File: config.mk
export PLATFORM = sky130hd
export DESIGN_NAME = adcsq_top
export DESIGN_NICKNAME = d
export VERILOG_FILES = /design/src/hdl/adcsq_pkg.sv /design/src/hdl/adcsq_clkdiv.sv /design/src/hdl/adcsq_sar.sv /design/src/hdl/adcsq_top.sv
export SDC_FILE = /design/constraint.sdc
export NUM_CORES = 1
export LEC_CHECK = 0
export BUFFER_PORTS_ARGS = -buffer_cell sky130_fd_sc_hd__buf_2
export CAP_MARGIN = 25
export CORE_MARGIN = 2
export CORE_UTILIZATION = 28
export DETAILED_ROUTE_END_ITERATION = 6
export GPL_TIMING_DRIVEN = 0
export PLACE_DENSITY_LB_ADDON = 0.25
export SYNTH_ARGS = -nofsm -noshare
export SYNTH_HDL_FRONTEND = slang
export SYNTH_SLANG_ARGS = --single-unit
export TNS_END_PERCENT = 5
File: constraint.sdc
create_clock -name clock_i -period 5.05 [get_ports clock_i]
set_clock_uncertainty 0.1 [all_clocks]
set_input_delay 1.01 -clock clock_i [delete_from_list [all_inputs] [get_ports clock_i]]
set_output_delay 1.01 -clock clock_i [all_outputs]
set_load 0.02 [all_outputs]
File: src/hdl/adcsq_pkg.sv
`default_nettype none
package adcsq_pkg;
    // Register offsets on the plain register port
    localparam logic [3:0] ADCSQ_OFS_CTRL_A   = 4'h0;
    localparam logic [3:0] ADCSQ_OFS_CTRL_B   = 4'h1;
    localparam logic [3:0] ADCSQ_OFS_PIN_EN   = 4'h2;
    localparam logic [3:0] ADCSQ_OFS_RES_LO   = 4'h3;
    localparam logic [3:0] ADCSQ_OFS_RES_HI   = 4'h4;
    localparam logic [3:0] ADCSQ_OFS_IRQ_CTRL = 4'h5;
    localparam logic [3:0] ADCSQ_OFS_IRQ_STAT = 4'h6;
    localparam logic [3:0] ADCSQ_OFS_IRQ_MASK = 4'h7;

    // Control A fields
    localparam int ADCSQ_A_CHLO_LSB  = 0;
    localparam int ADCSQ_A_PWRDN_BIT = 5;
    localparam int ADCSQ_A_DONEN_BIT = 6;
    localparam int ADCSQ_A_START_BIT = 7;
    // Control B fields
    localparam int ADCSQ_B_DIV_LSB   = 0;
    localparam int ADCSQ_B_REF_BIT   = 3;
    localparam int ADCSQ_B_CHHI_BIT  = 7;
    // Interrupt control fields
    localparam int ADCSQ_I_GLB_BIT   = 0;
    localparam int ADCSQ_I_CONV_BIT  = 1;
    localparam int ADCSQ_I_REQ_BIT   = 2;
    // Status / mask bits
    localparam int ADCSQ_S_DONE_BIT  = 0;
    localparam int ADCSQ_S_START_BIT = 1;

    // Reset values
    localparam logic [7:0] ADCSQ_RST_CTRL_A = 8'h60;
    localparam logic [7:0] ADCSQ_RST_CTRL_B = 8'h00;
    localparam logic [7:0] ADCSQ_RST_PIN_EN = 8'h00;
    localparam logic [7:0] ADCSQ_RST_MASK   = 8'h00;

    // Conversion length in converter clock periods
    localparam int ADCSQ_CONV_PERIODS = 16;
    localparam int ADCSQ_RES_W        = 12;
    localparam logic [2:0] ADCSQ_DIV_UNDEF = 3'h7;

    typedef enum logic [1:0] {
        ADCSQ_IDLE  = 2'b00,
        ADCSQ_ARMED = 2'b01,
        ADCSQ_CONV  = 2'b11
    } adcsq_state_t;
endpackage
`default_nettype wire

File: src/hdl/adcsq_clkdiv.sv
`default_nettype none
module adcsq_clkdiv
    import adcsq_pkg::*;
(
    // Clock and reset
    input  wire logic       clock_i,
    input  wire logic       arst_n_i,
    // Control
    input  wire logic       run_i,
    input  wire logic [2:0] sel_i,
    // Converter clock enable
    output logic            tick_o
);
    logic [5:0] cnt_r;
    logic [5:0] cnt_nxt;
    logic       tick_nxt;
    logic [5:0] last;

    // RQ2: divider code map
    always_comb begin
        last = 6'h00;
        case (sel_i)
            3'h0:    last = 6'h00;
            3'h1:    last = 6'h01;
            3'h2:    last = 6'h03;
            3'h3:    last = 6'h07;
            3'h4:    last = 6'h0F;
            3'h5:    last = 6'h1F;
            3'h6:    last = 6'h3F;
            default: last = 6'h3F; // Undefined code runs at slowest rate
        endcase
    end

    // RQ1: converter clock enable
    always_comb begin
        cnt_nxt  = cnt_r + 6'h01;
        tick_nxt = 1'b0;
        if (!run_i) begin
            cnt_nxt = 6'h00;
        end else if (cnt_r >= last) begin
            cnt_nxt  = 6'h00;
            tick_nxt = 1'b1;
        end
    end

    always_ff @(posedge clock_i or negedge arst_n_i) begin
        if (!arst_n_i) begin
            cnt_r  <= 6'h00;
            tick_o <= 1'b0;
        end else begin
            cnt_r  <= cnt_nxt;
            tick_o <= tick_nxt;
        end
    end
endmodule
`default_nettype wire

File: src/hdl/adcsq_sar.sv
`default_nettype none
module adcsq_sar
    import adcsq_pkg::*;
#(
    parameter int RES_W = 12
)(
    // Clock and reset
    input  wire logic             clock_i,
    input  wire logic             arst_n_i,
    // Control
    input  wire logic             clear_i,
    input  wire logic             load_i,
    input  wire logic             step_i,
    // Comparator result from the analog front end
    input  wire logic             cmp_i,
    // Approximation
    output logic [RES_W-1:0]      trial_o,
    output logic [RES_W-1:0]      value_o
);
    logic [RES_W-1:0] trial_r, trial_nxt;
    logic [RES_W-1:0] bit_r, bit_nxt;
    logic [RES_W-1:0] keep;

    // RQ14: binary weights, MSB first
    always_comb begin
        trial_nxt = trial_r;
        bit_nxt   = bit_r;
        keep      = cmp_i ? trial_r : (trial_r & ~bit_r);
        if (clear_i) begin
            trial_nxt = '0;
            bit_nxt   = '0;
        end else if (load_i) begin
            bit_nxt   = {1'b1, {(RES_W-1){1'b0}}};
            trial_nxt = {1'b1, {(RES_W-1){1'b0}}};
        end else if (step_i && bit_r != '0) begin
            bit_nxt   = bit_r >> 1;
            trial_nxt = keep | (bit_r >> 1);
        end
    end

    always_ff @(posedge clock_i or negedge arst_n_i) begin
        if (!arst_n_i) begin
            trial_r <= '0;
            bit_r   <= '0;
        end else begin
            trial_r <= trial_nxt;
            bit_r   <= bit_nxt;
        end
    end

    // Next trial, so the registered code is current at each tick
    assign trial_o = trial_nxt;
    assign value_o = keep;
endmodule
`default_nettype wire

File: src/hdl/adcsq_top.sv
// Design decisions made here: the address map and the address-and-strobe port.
`default_nettype none
// Overview of operation
// RQ1: Converter clock comes from system clock via 3-bit divider select.
// RQ2: Codes 0..6 give divide by 1,2,4,...,64; code 7 undefined.
// RQ3: Power-down bit low powers converter; high switches it off.
// RQ4: Channel select is one high bit in B plus three low in A.
// RQ5: Eight pin enable bits choose which port pins are analog inputs.
// RQ6: Enabled pin: analog, other functions off, direction overridden, no pull.
// RQ7: Interrupt only with global and converter enables both high; code also raises irq_o from masked status bits.
// RQ8: Software pulses start low-high-low from an initial zero.
// RQ9: Start rising edge resets converter; falling edge begins conversion.
// RQ10: Done flag falls at completion with new result in result registers.
// RQ11: Completion clears done flag and sets the interrupt request flag.
// RQ12: Conversion takes sixteen converter clock periods.
// RQ13: Result is 12-bit unsigned, full scale FFF.
// RQ14: One code step equals reference voltage over 4096.
// RQ15: Software reads low result byte then high byte.
// RQ16: Interrupt users keep interrupts enabled and stack not full.
// RQ17: Conversion runs on its own; processor never stalls.
// RQ18: Polling software may leave converter interrupt disabled.
// RQ19: Result registers stay stable until the next conversion completes.
module adcsq_top
    import adcsq_pkg::*;
#(
    parameter int PINS  = 8,
    parameter int RES_W = ADCSQ_RES_W
)(
    // Clock and reset
    input  wire logic            clock_i,
    input  wire logic            arst_n_i,
    // Register port
    input  wire logic [3:0]      reg_addr_i,
    input  wire logic [7:0]      reg_wdata_i,
    input  wire logic            reg_wr_i,
    input  wire logic            reg_rd_i,
    output logic      [7:0]      reg_rdata_o,
    // Analog front end
    input  wire logic            cmp_i,
    output logic [RES_W-1:0]     dac_code_o,
    output logic                 conv_power_down_o,
    output logic                 afe_reset_o,
    output logic      [3:0]      chan_sel_o,
    output logic                 reference_select_o,
    // Port pin control
    output logic [PINS-1:0]      analog_pin_enable_o,
    output logic [PINS-1:0]      pin_func_off_o,
    output logic [PINS-1:0]      pin_dir_override_o,
    output logic [PINS-1:0]      pin_pull_off_o,
    // Interrupt
    output logic                 irq_o
);
    ////////////////////////////////////////////////////////////////////////
    // Register state
    logic [7:0]          conv_control_a_r, conv_control_a_nxt;
    logic [7:0]          conv_control_b_r, conv_control_b_nxt;
    logic [PINS-1:0]     analog_pin_enable_reg_r, analog_pin_enable_reg_nxt;
    logic                global_irq_enable_r, global_irq_enable_nxt;
    logic                conv_irq_enable_r, conv_irq_enable_nxt;
    logic                irq_req_r, irq_req_nxt;
    logic [1:0]          stat_r, stat_nxt;
    logic [1:0]          mask_r, mask_nxt;
    logic [RES_W-1:0]    result_r, result_nxt;
    logic [7:0]          rdata_nxt;
    logic                irq_nxt;

    // Sequencer state
    adcsq_state_t        state_r, state_nxt;
    logic [4:0]          per_r, per_nxt;
    logic                start_q_r;
    logic                tick;
    logic                sar_clear, sar_load, sar_step;
    logic [RES_W-1:0]    trial, final_val;
    logic                done_ev, start_ev;

    logic                wr_a, start_bit, power_down;

    function automatic logic hit(input logic [3:0] a, input logic [3:0] ofs);
        hit = (a == ofs);
    endfunction

    assign wr_a       = reg_wr_i && hit(reg_addr_i, ADCSQ_OFS_CTRL_A);
    assign start_bit  = conv_control_a_r[ADCSQ_A_START_BIT];
    // RQ3: power-down control
    assign power_down = conv_control_a_r[ADCSQ_A_PWRDN_BIT];

    ////////////////////////////////////////////////////////////////////////
    // Converter clock divider
    // RQ1: divider runs only during a conversion
    adcsq_clkdiv u_div (
        .clock_i  (clock_i),
        .arst_n_i (arst_n_i),
        .run_i    (state_r == ADCSQ_CONV),
        .sel_i    (conv_control_b_r[ADCSQ_B_DIV_LSB +: 3]),
        .tick_o   (tick)
    );

    // Successive approximation register
    adcsq_sar #(.RES_W(RES_W)) u_sar (
        .clock_i  (clock_i),
        .arst_n_i (arst_n_i),
        .clear_i  (sar_clear),
        .load_i   (sar_load),
        .step_i   (sar_step),
        .cmp_i    (cmp_i),
        .trial_o  (trial),
        .value_o  (final_val)
    );

    ////////////////////////////////////////////////////////////////////////
    // Conversion sequencer
    // Periods 0..3 settle/sample, 4..15 resolve the twelve bits
    always_comb begin
        state_nxt = state_r;
        per_nxt   = per_r;
        sar_clear = 1'b0;
        sar_load  = 1'b0;
        sar_step  = 1'b0;
        done_ev   = 1'b0;
        start_ev  = 1'b0;
        unique case (state_r)
            ADCSQ_IDLE: begin
                // RQ9: rising start edge resets
                if (start_bit && !start_q_r && !power_down) begin
                    state_nxt = ADCSQ_ARMED;
                    sar_clear = 1'b1;
                end
            end
            ADCSQ_ARMED: begin
                // RQ9: falling start edge begins
                if (power_down) begin
                    state_nxt = ADCSQ_IDLE;
                end else if (!start_bit) begin
                    state_nxt = ADCSQ_CONV;
                    per_nxt   = 5'h00;
                    start_ev  = 1'b1;
                end
            end
            ADCSQ_CONV: begin
                if (power_down) begin
                    state_nxt = ADCSQ_IDLE;
                end else if (start_bit && !start_q_r) begin
                    // New rising edge aborts and re-arms
                    state_nxt = ADCSQ_ARMED;
                    sar_clear = 1'b1;
                end else if (tick) begin
                    // RQ12: sixteen converter periods
                    per_nxt = per_r + 5'h01;
                    if (per_r == 5'(ADCSQ_CONV_PERIODS - RES_W - 1)) begin
                        sar_load = 1'b1;
                    end else if (per_r >= 5'(ADCSQ_CONV_PERIODS - RES_W)) begin
                        sar_step = 1'b1;
                    end
                    if (per_r == 5'(ADCSQ_CONV_PERIODS - 1)) begin
                        state_nxt = ADCSQ_IDLE;
                        done_ev   = 1'b1;
                    end
                end
            end
            default: state_nxt = ADCSQ_IDLE;
        endcase
    end

    // RQ17: sequencer runs without stalling the register port
    always_ff @(posedge clock_i or negedge arst_n_i) begin
        if (!arst_n_i) begin
            state_r   <= ADCSQ_IDLE;
            per_r     <= 5'h00;
            start_q_r <= 1'b0;
        end else begin
            state_r   <= state_nxt;
            per_r     <= per_nxt;
            start_q_r <= start_bit;
        end
    end

    ////////////////////////////////////////////////////////////////////////
    // Register writes and hardware updates
    always_comb begin
        conv_control_a_nxt        = conv_control_a_r;
        conv_control_b_nxt        = conv_control_b_r;
        analog_pin_enable_reg_nxt = analog_pin_enable_reg_r;
        global_irq_enable_nxt     = global_irq_enable_r;
        conv_irq_enable_nxt       = conv_irq_enable_r;
        irq_req_nxt               = irq_req_r;
        stat_nxt                  = stat_r;
        mask_nxt                  = mask_r;
        result_nxt                = result_r;
        if (wr_a) begin
            // Done flag is read-only to software
            conv_control_a_nxt = {reg_wdata_i[7], conv_control_a_r[6],
                                  reg_wdata_i[5:0]};
        end
        if (reg_wr_i && hit(reg_addr_i, ADCSQ_OFS_CTRL_B)) begin
            conv_control_b_nxt = reg_wdata_i;
        end
        // RQ5: pin enable register
        if (reg_wr_i && hit(reg_addr_i, ADCSQ_OFS_PIN_EN)) begin
            analog_pin_enable_reg_nxt = reg_wdata_i[PINS-1:0];
        end
        if (reg_wr_i && hit(reg_addr_i, ADCSQ_OFS_IRQ_CTRL)) begin
            global_irq_enable_nxt = reg_wdata_i[ADCSQ_I_GLB_BIT];
            conv_irq_enable_nxt   = reg_wdata_i[ADCSQ_I_CONV_BIT];
            irq_req_nxt           = reg_wdata_i[ADCSQ_I_REQ_BIT];
        end
        if (reg_wr_i && hit(reg_addr_i, ADCSQ_OFS_IRQ_MASK)) begin
            mask_nxt = reg_wdata_i[1:0];
        end
        // Read of status clears it; a same-cycle event wins
        if (reg_rd_i && hit(reg_addr_i, ADCSQ_OFS_IRQ_STAT)) begin
            stat_nxt = 2'b00;
        end
        if (start_ev) begin
            stat_nxt[ADCSQ_S_START_BIT] = 1'b1;
            conv_control_a_nxt[ADCSQ_A_DONEN_BIT] = 1'b1;
        end
        if (sar_clear) begin
            conv_control_a_nxt[ADCSQ_A_DONEN_BIT] = 1'b1;
        end
        if (done_ev) begin
            // RQ10: done flag falls with new result
            conv_control_a_nxt[ADCSQ_A_DONEN_BIT] = 1'b0;
            // RQ13: twelve-bit unsigned result
            result_nxt = final_val;
            // RQ11: request flag set, wins over clear
            irq_req_nxt = 1'b1;
            stat_nxt[ADCSQ_S_DONE_BIT] = 1'b1;
        end
    end

    // RQ19: result changes only on completion
    always_ff @(posedge clock_i or negedge arst_n_i) begin
        if (!arst_n_i) begin
            conv_control_a_r        <= ADCSQ_RST_CTRL_A;
            conv_control_b_r        <= ADCSQ_RST_CTRL_B;
            analog_pin_enable_reg_r <= ADCSQ_RST_PIN_EN[PINS-1:0];
            global_irq_enable_r     <= 1'b0;
            conv_irq_enable_r       <= 1'b0;
            irq_req_r               <= 1'b0;
            stat_r                  <= 2'b00;
            mask_r                  <= ADCSQ_RST_MASK[1:0];
            result_r                <= '0;
        end else begin
            conv_control_a_r        <= conv_control_a_nxt;
            conv_control_b_r        <= conv_control_b_nxt;
            analog_pin_enable_reg_r <= analog_pin_enable_reg_nxt;
            global_irq_enable_r     <= global_irq_enable_nxt;
            conv_irq_enable_r       <= conv_irq_enable_nxt;
            irq_req_r               <= irq_req_nxt;
            stat_r                  <= stat_nxt;
            mask_r                  <= mask_nxt;
            result_r                <= result_nxt;
        end
    end

    ////////////////////////////////////////////////////////////////////////
    // Read mux, registered for the next cycle
    always_comb begin
        rdata_nxt = 8'h00;
        if (reg_rd_i) begin
            unique case (reg_addr_i)
                ADCSQ_OFS_CTRL_A:   rdata_nxt = conv_control_a_r;
                ADCSQ_OFS_CTRL_B:   rdata_nxt = conv_control_b_r;
                ADCSQ_OFS_PIN_EN:   rdata_nxt = 8'(analog_pin_enable_reg_r);
                // RQ15: low byte then high byte
                ADCSQ_OFS_RES_LO:   rdata_nxt = result_r[7:0];
                ADCSQ_OFS_RES_HI:   rdata_nxt = 8'(result_r[RES_W-1:8]);
                ADCSQ_OFS_IRQ_CTRL: rdata_nxt = {5'h00, irq_req_r,
                                    conv_irq_enable_r, global_irq_enable_r};
                ADCSQ_OFS_IRQ_STAT: rdata_nxt = {6'h00, stat_r};
                ADCSQ_OFS_IRQ_MASK: rdata_nxt = {6'h00, mask_r};
                default:            rdata_nxt = 8'h00;
            endcase
        end
    end

    // RQ7: both enables gate the request; mask gates status
    assign irq_nxt = (irq_req_nxt && global_irq_enable_nxt
                      && conv_irq_enable_nxt) || |(stat_nxt & mask_nxt);

    ////////////////////////////////////////////////////////////////////////
    // Registered outputs
    always_ff @(posedge clock_i or negedge arst_n_i) begin
        if (!arst_n_i) begin
            reg_rdata_o         <= 8'h00;
            irq_o               <= 1'b0;
            dac_code_o          <= '0;
            conv_power_down_o   <= 1'b1;
            afe_reset_o         <= 1'b0;
            chan_sel_o          <= 4'h0;
            reference_select_o  <= 1'b0;
            analog_pin_enable_o <= '0;
            pin_func_off_o      <= '0;
            pin_dir_override_o  <= '0;
            pin_pull_off_o      <= '0;
        end else begin
            reg_rdata_o         <= rdata_nxt;
            irq_o               <= irq_nxt;
            dac_code_o          <= trial;
            // RQ3: front end unpowered while bit high
            conv_power_down_o   <= conv_control_a_nxt[ADCSQ_A_PWRDN_BIT];
            afe_reset_o         <= state_nxt == ADCSQ_ARMED;
            // RQ4: split channel field
            chan_sel_o <= {conv_control_b_nxt[ADCSQ_B_CHHI_BIT],
                           conv_control_a_nxt[ADCSQ_A_CHLO_LSB +: 3]};
            reference_select_o  <= conv_control_b_nxt[ADCSQ_B_REF_BIT];
            // RQ6: analog pin overrides
            analog_pin_enable_o <= analog_pin_enable_reg_nxt;
            pin_func_off_o      <= analog_pin_enable_reg_nxt;
            pin_dir_override_o  <= analog_pin_enable_reg_nxt;
            pin_pull_off_o      <= analog_pin_enable_reg_nxt;
        end
    end
endmodule
`default_nettype wire

==> results_dict.tcl <==
set metrics [dict create \
    grt_pass1_wl_mm 18.1 \
    drc 0 \
    syn2layout_area_growth_pct 20.3 \
    grt_pass1_vias 3431 \
    leakagePower_nw 2.73 \
    worstSetupEndpointType "flip-flop" \
    synth-edff-count 0 \
    run_status "finished, final reports clean" \
    cts-root-buf "clkbuf_16" \
    grtUsageTotal_pct 13.1 \
    netlist_area_sq_mm 0.00467 \
    cts_buffers 9 \
    cts_max_level 3 \
    crit_type "flip-flop to flip-flop" \
    postCtsHoldBufs 0 \
    place.gp.congestion 0.784 \
    post-route-period-util_pct 53.9 \
    grt-ovfl-total 0 \
    max_stage_delay_ns 0.53 \
    crit_slowest_cell "a211oi_1" \
    hold_class "flip-flop to flip-flop" \
    cts.clk_slew.worst_paths_ns 0.07 \
    setup_viol 0 \
    clock_latency_ns 0.34 \
    path_cells "inv_1 -> ha_1 -> a311o_1 -> ha_1 -> nand2b_1 -> a21oi_1 -> o21ai_0 -> a211oi_1 -> nor2b_1" \
    synth-seq-cells 92 \
    die_w_um 133 \
    drive_gt1_share_pct 36.5 \
    routed_via_density 4.57 \
    core_area_sq_mm 0.0165 \
    drtIter0Drc 159 \
    antenna_cells 0 \
    start_util_pct 28.4 \
    synth-simple-area-share_pct 11.2 \
    drv_cap 0 \
    cts_buffer_depth 2 \
    worst_slack_ns 2.33 \
    dpl_cell_area_sq_mm 0.00534 \
    top_usage_layer "met2" \
    final_cell_area_sq_mm 0.00562 \
    final_common_cell "dfrtp_1" \
    powerDensity_mw_per_mm2 417 \
    async_reset_ff_share_pct 100 \
    synthMuxAreaShare_pct 11.4 \
    num_rows 47 \
    syn_nets 453 \
    ys_types 58 \
    io_pins 77 \
    drt_pass1_iterations 5 \
    path_buf_inv 1 \
    fin_cells 729 \
    dpl.cell_count 713 \
    grt_max_degree 60 \
    met2_usage_pct 20.7 \
    tns_ns 0 \
    antenna_found_initial 0 \
    ys_seq_area_share_pct 49.3 \
    synth_cells 419 \
    synthXorXnorAreaFrac_pct 0.750 \
    yosys.area.top_type_share_pct 48.2 \
    final_nets 538 \
    final_max_slew_viol_count 0 \
    yosys.area.top_type "dfrtp_1" \
    dp_hpwl_mm 8.23 \
    synth_top_family_by_area "compound AO/OA/AOI/OAI gates" \
    cts_tree "built" \
    cp_max_fo 6 \
    pre_cts_ws_ns 2.38 \
    critPathTopFamily "compound AO/OA/AOI/OAI gates" \
    synth_ff_type "dfrtp_1" \
    dieArea_sq_mm 0.0177 \
    post_cts_resized 0 \
    max_slew.worst_pin.slew_ns 0.594 \
    cts.sinks 92 \
    netlist_top_cells_area "dfrtp_1, mux2_2, buf_4, ha_1, o21ai_0" \
    mostFrequentLayoutCells "dfrtp_1, buf_2, o21ai_0, nand2_1" \
    rsz0062_at_grt "no" \
    finalCriticalPeriod_ns 2.72 \
    io_buffers 73 \
    worstPathArrival_ns 2.89 \
    setup.worst_path.start_class "flip-flop" \
    fmax_ghz 0.367 \
    use_met3_pct 2.51 \
    yosysWarnings 0 \
    postRouteAntennaNets 0 \
    fp.dieH_um 133 \
    timing.slew.headroom_pct 60.4 \
    post-route-util_pct 34.1 \
    post_cts_buffers 0 \
    ir_drop_mv 0.162 \
    hold_violations 0 \
    wl_per_cell_um 15.1 \
    worst_path_most_repeated_cell "ha_1" \
    synth_compound_area_share_pct 14.6 \
    num_vias 3329 \
    required_ns 5.22 \
    avgSynthCellArea_sq_um 11.2 \
    synth_fa_ha_area_share_pct 4.55 \
    grt_util_met1_pct 17.5 \
    wl_mm 11.0 \
]
cells by family after synthesis:
family	after synthesis
multiplexers	42
adder cells (fa/ha/maj)	17
XOR/XNOR	4
AO/OA/AOI/OAI	103
buffers and inverters	65
flip-flops	92
AND/OR/NAND/NOR	96
worst register-to-register path, delay by kind of cell, from the launching register on:
family / cells / cell delay, ns
AO/OA/AOI/OAI: 4 / 1.13
flip-flops: 1 / 0.41
AND/OR/NAND/NOR: 2 / 0.34
buffers and inverters: 1 / 0.11
adder cells (fa/ha/maj): 2 / 0.56
layer usage:
metal	wire length (um)	part of all wire, %
met5	0	0
met4	235	2.1
met3	547	5.0
met2	5050	46
met1	5150	47
state kept, by name, indices dropped and copies added, names as in the netlist:
signal	cells
u_div.cnt_r	6
u_sar.trial_r	12
u_sar.bit_r	12
per_r	5
reg_rdata_o	8
global_irq_enable_r	1
result_r	12
conv_irq_enable_r	1
conv_control_a_r	5
irq_o	1
conv_control_b_r	8
afe_reset_o	1
chan_sel_o	3
u_div.tick_o	1
pin_pull_off_o	8
stat_r	2
start_q_r	1
mask_r	2
irq_req_r	1
state_r	2
cell usage after synthesis, types with 2 or more instances:
library cell,instances
dfrtp_1,90
o21ai_0,34
nand2_1,31
mux2_2,30
buf_4,29
a21oi_1,22
inv_1,22
ha_1,17
nor2_1,16
a21o_1,13
a22o_2,10
and2_1,9
nand3_1,8
clkbuf_1,7
nor2b_1,7
nand2b_1,6
mux2i_1,5
mux4_2,5
buf_2,4
buf_6,3
nor4_1,3
xnor2_1,3
a2bb2oi_1,2
a31oi_1,2
and3b_1,2
dfstp_2,2
mux2_4,2
o211ai_1,2
o22ai_1,2
o31ai_1,2
or2_2,2
power by group:
| part | total [mW] | switching [mW] | internal, mW |
|---|---|---|---|
| Combinational | 0.744 | 0.414 | 0.330 |
| Sequential | 0.961 | 0.107 | 0.854 |
| Clock | 0.637 | 0.289 | 0.348 |
worst paths after layout:
| check | slack, ns | depth (start not counted) | startpoint | end |
|---|---|---|---|---|
| max reg2reg | 2.33 | 9 | conv_control_b_r[1]$_DFFE_PN0P_ | u_div.cnt_r[5]$_DFF_PN0_ |
| min | 0.39 | 2 | result_r[4]$_DFFE_PN0P_ | result_r[4]$_DFFE_PN0P_ |
| min in group asynchronous | 0.52 | 1 | arst_n_i | pin_pull_off_o[3]$_DFFE_PN0P_ |
| max in group asynchronous | 3.62 | 2 | arst_n_i | conv_control_a_r[5]$_DFFE_PN1P_ |
| max | 2.33 | 9 | conv_control_b_r[1]$_DFFE_PN0P_ | u_div.cnt_r[5]$_DFF_PN0_ |
| min reg2reg | 0.39 | 2 | result_r[4]$_DFFE_PN0P_ | result_r[4]$_DFFE_PN0P_ |
area by class of cell:
cell class	count	area, sq um
clock inverter	5	36.3
clock buffer	11	243
buffer	43	298
tap	220	275
sequential	92	2300
inverter	22	82.6
timing repair buffer	74	395
fill	1694	10800
multi-input combinational	262	1990
stage by stage:
stage                     total power, mW  hold WS, ns
after floorplan                      1.48        0.324
after global placement               1.70        0.369
after detailed placement             1.72        0.380
after CTS                            2.37        0.396
after global routing                 2.49        0.431
final                                2.34        0.387
Note: power is estimated with default switching activity, not from simulation.
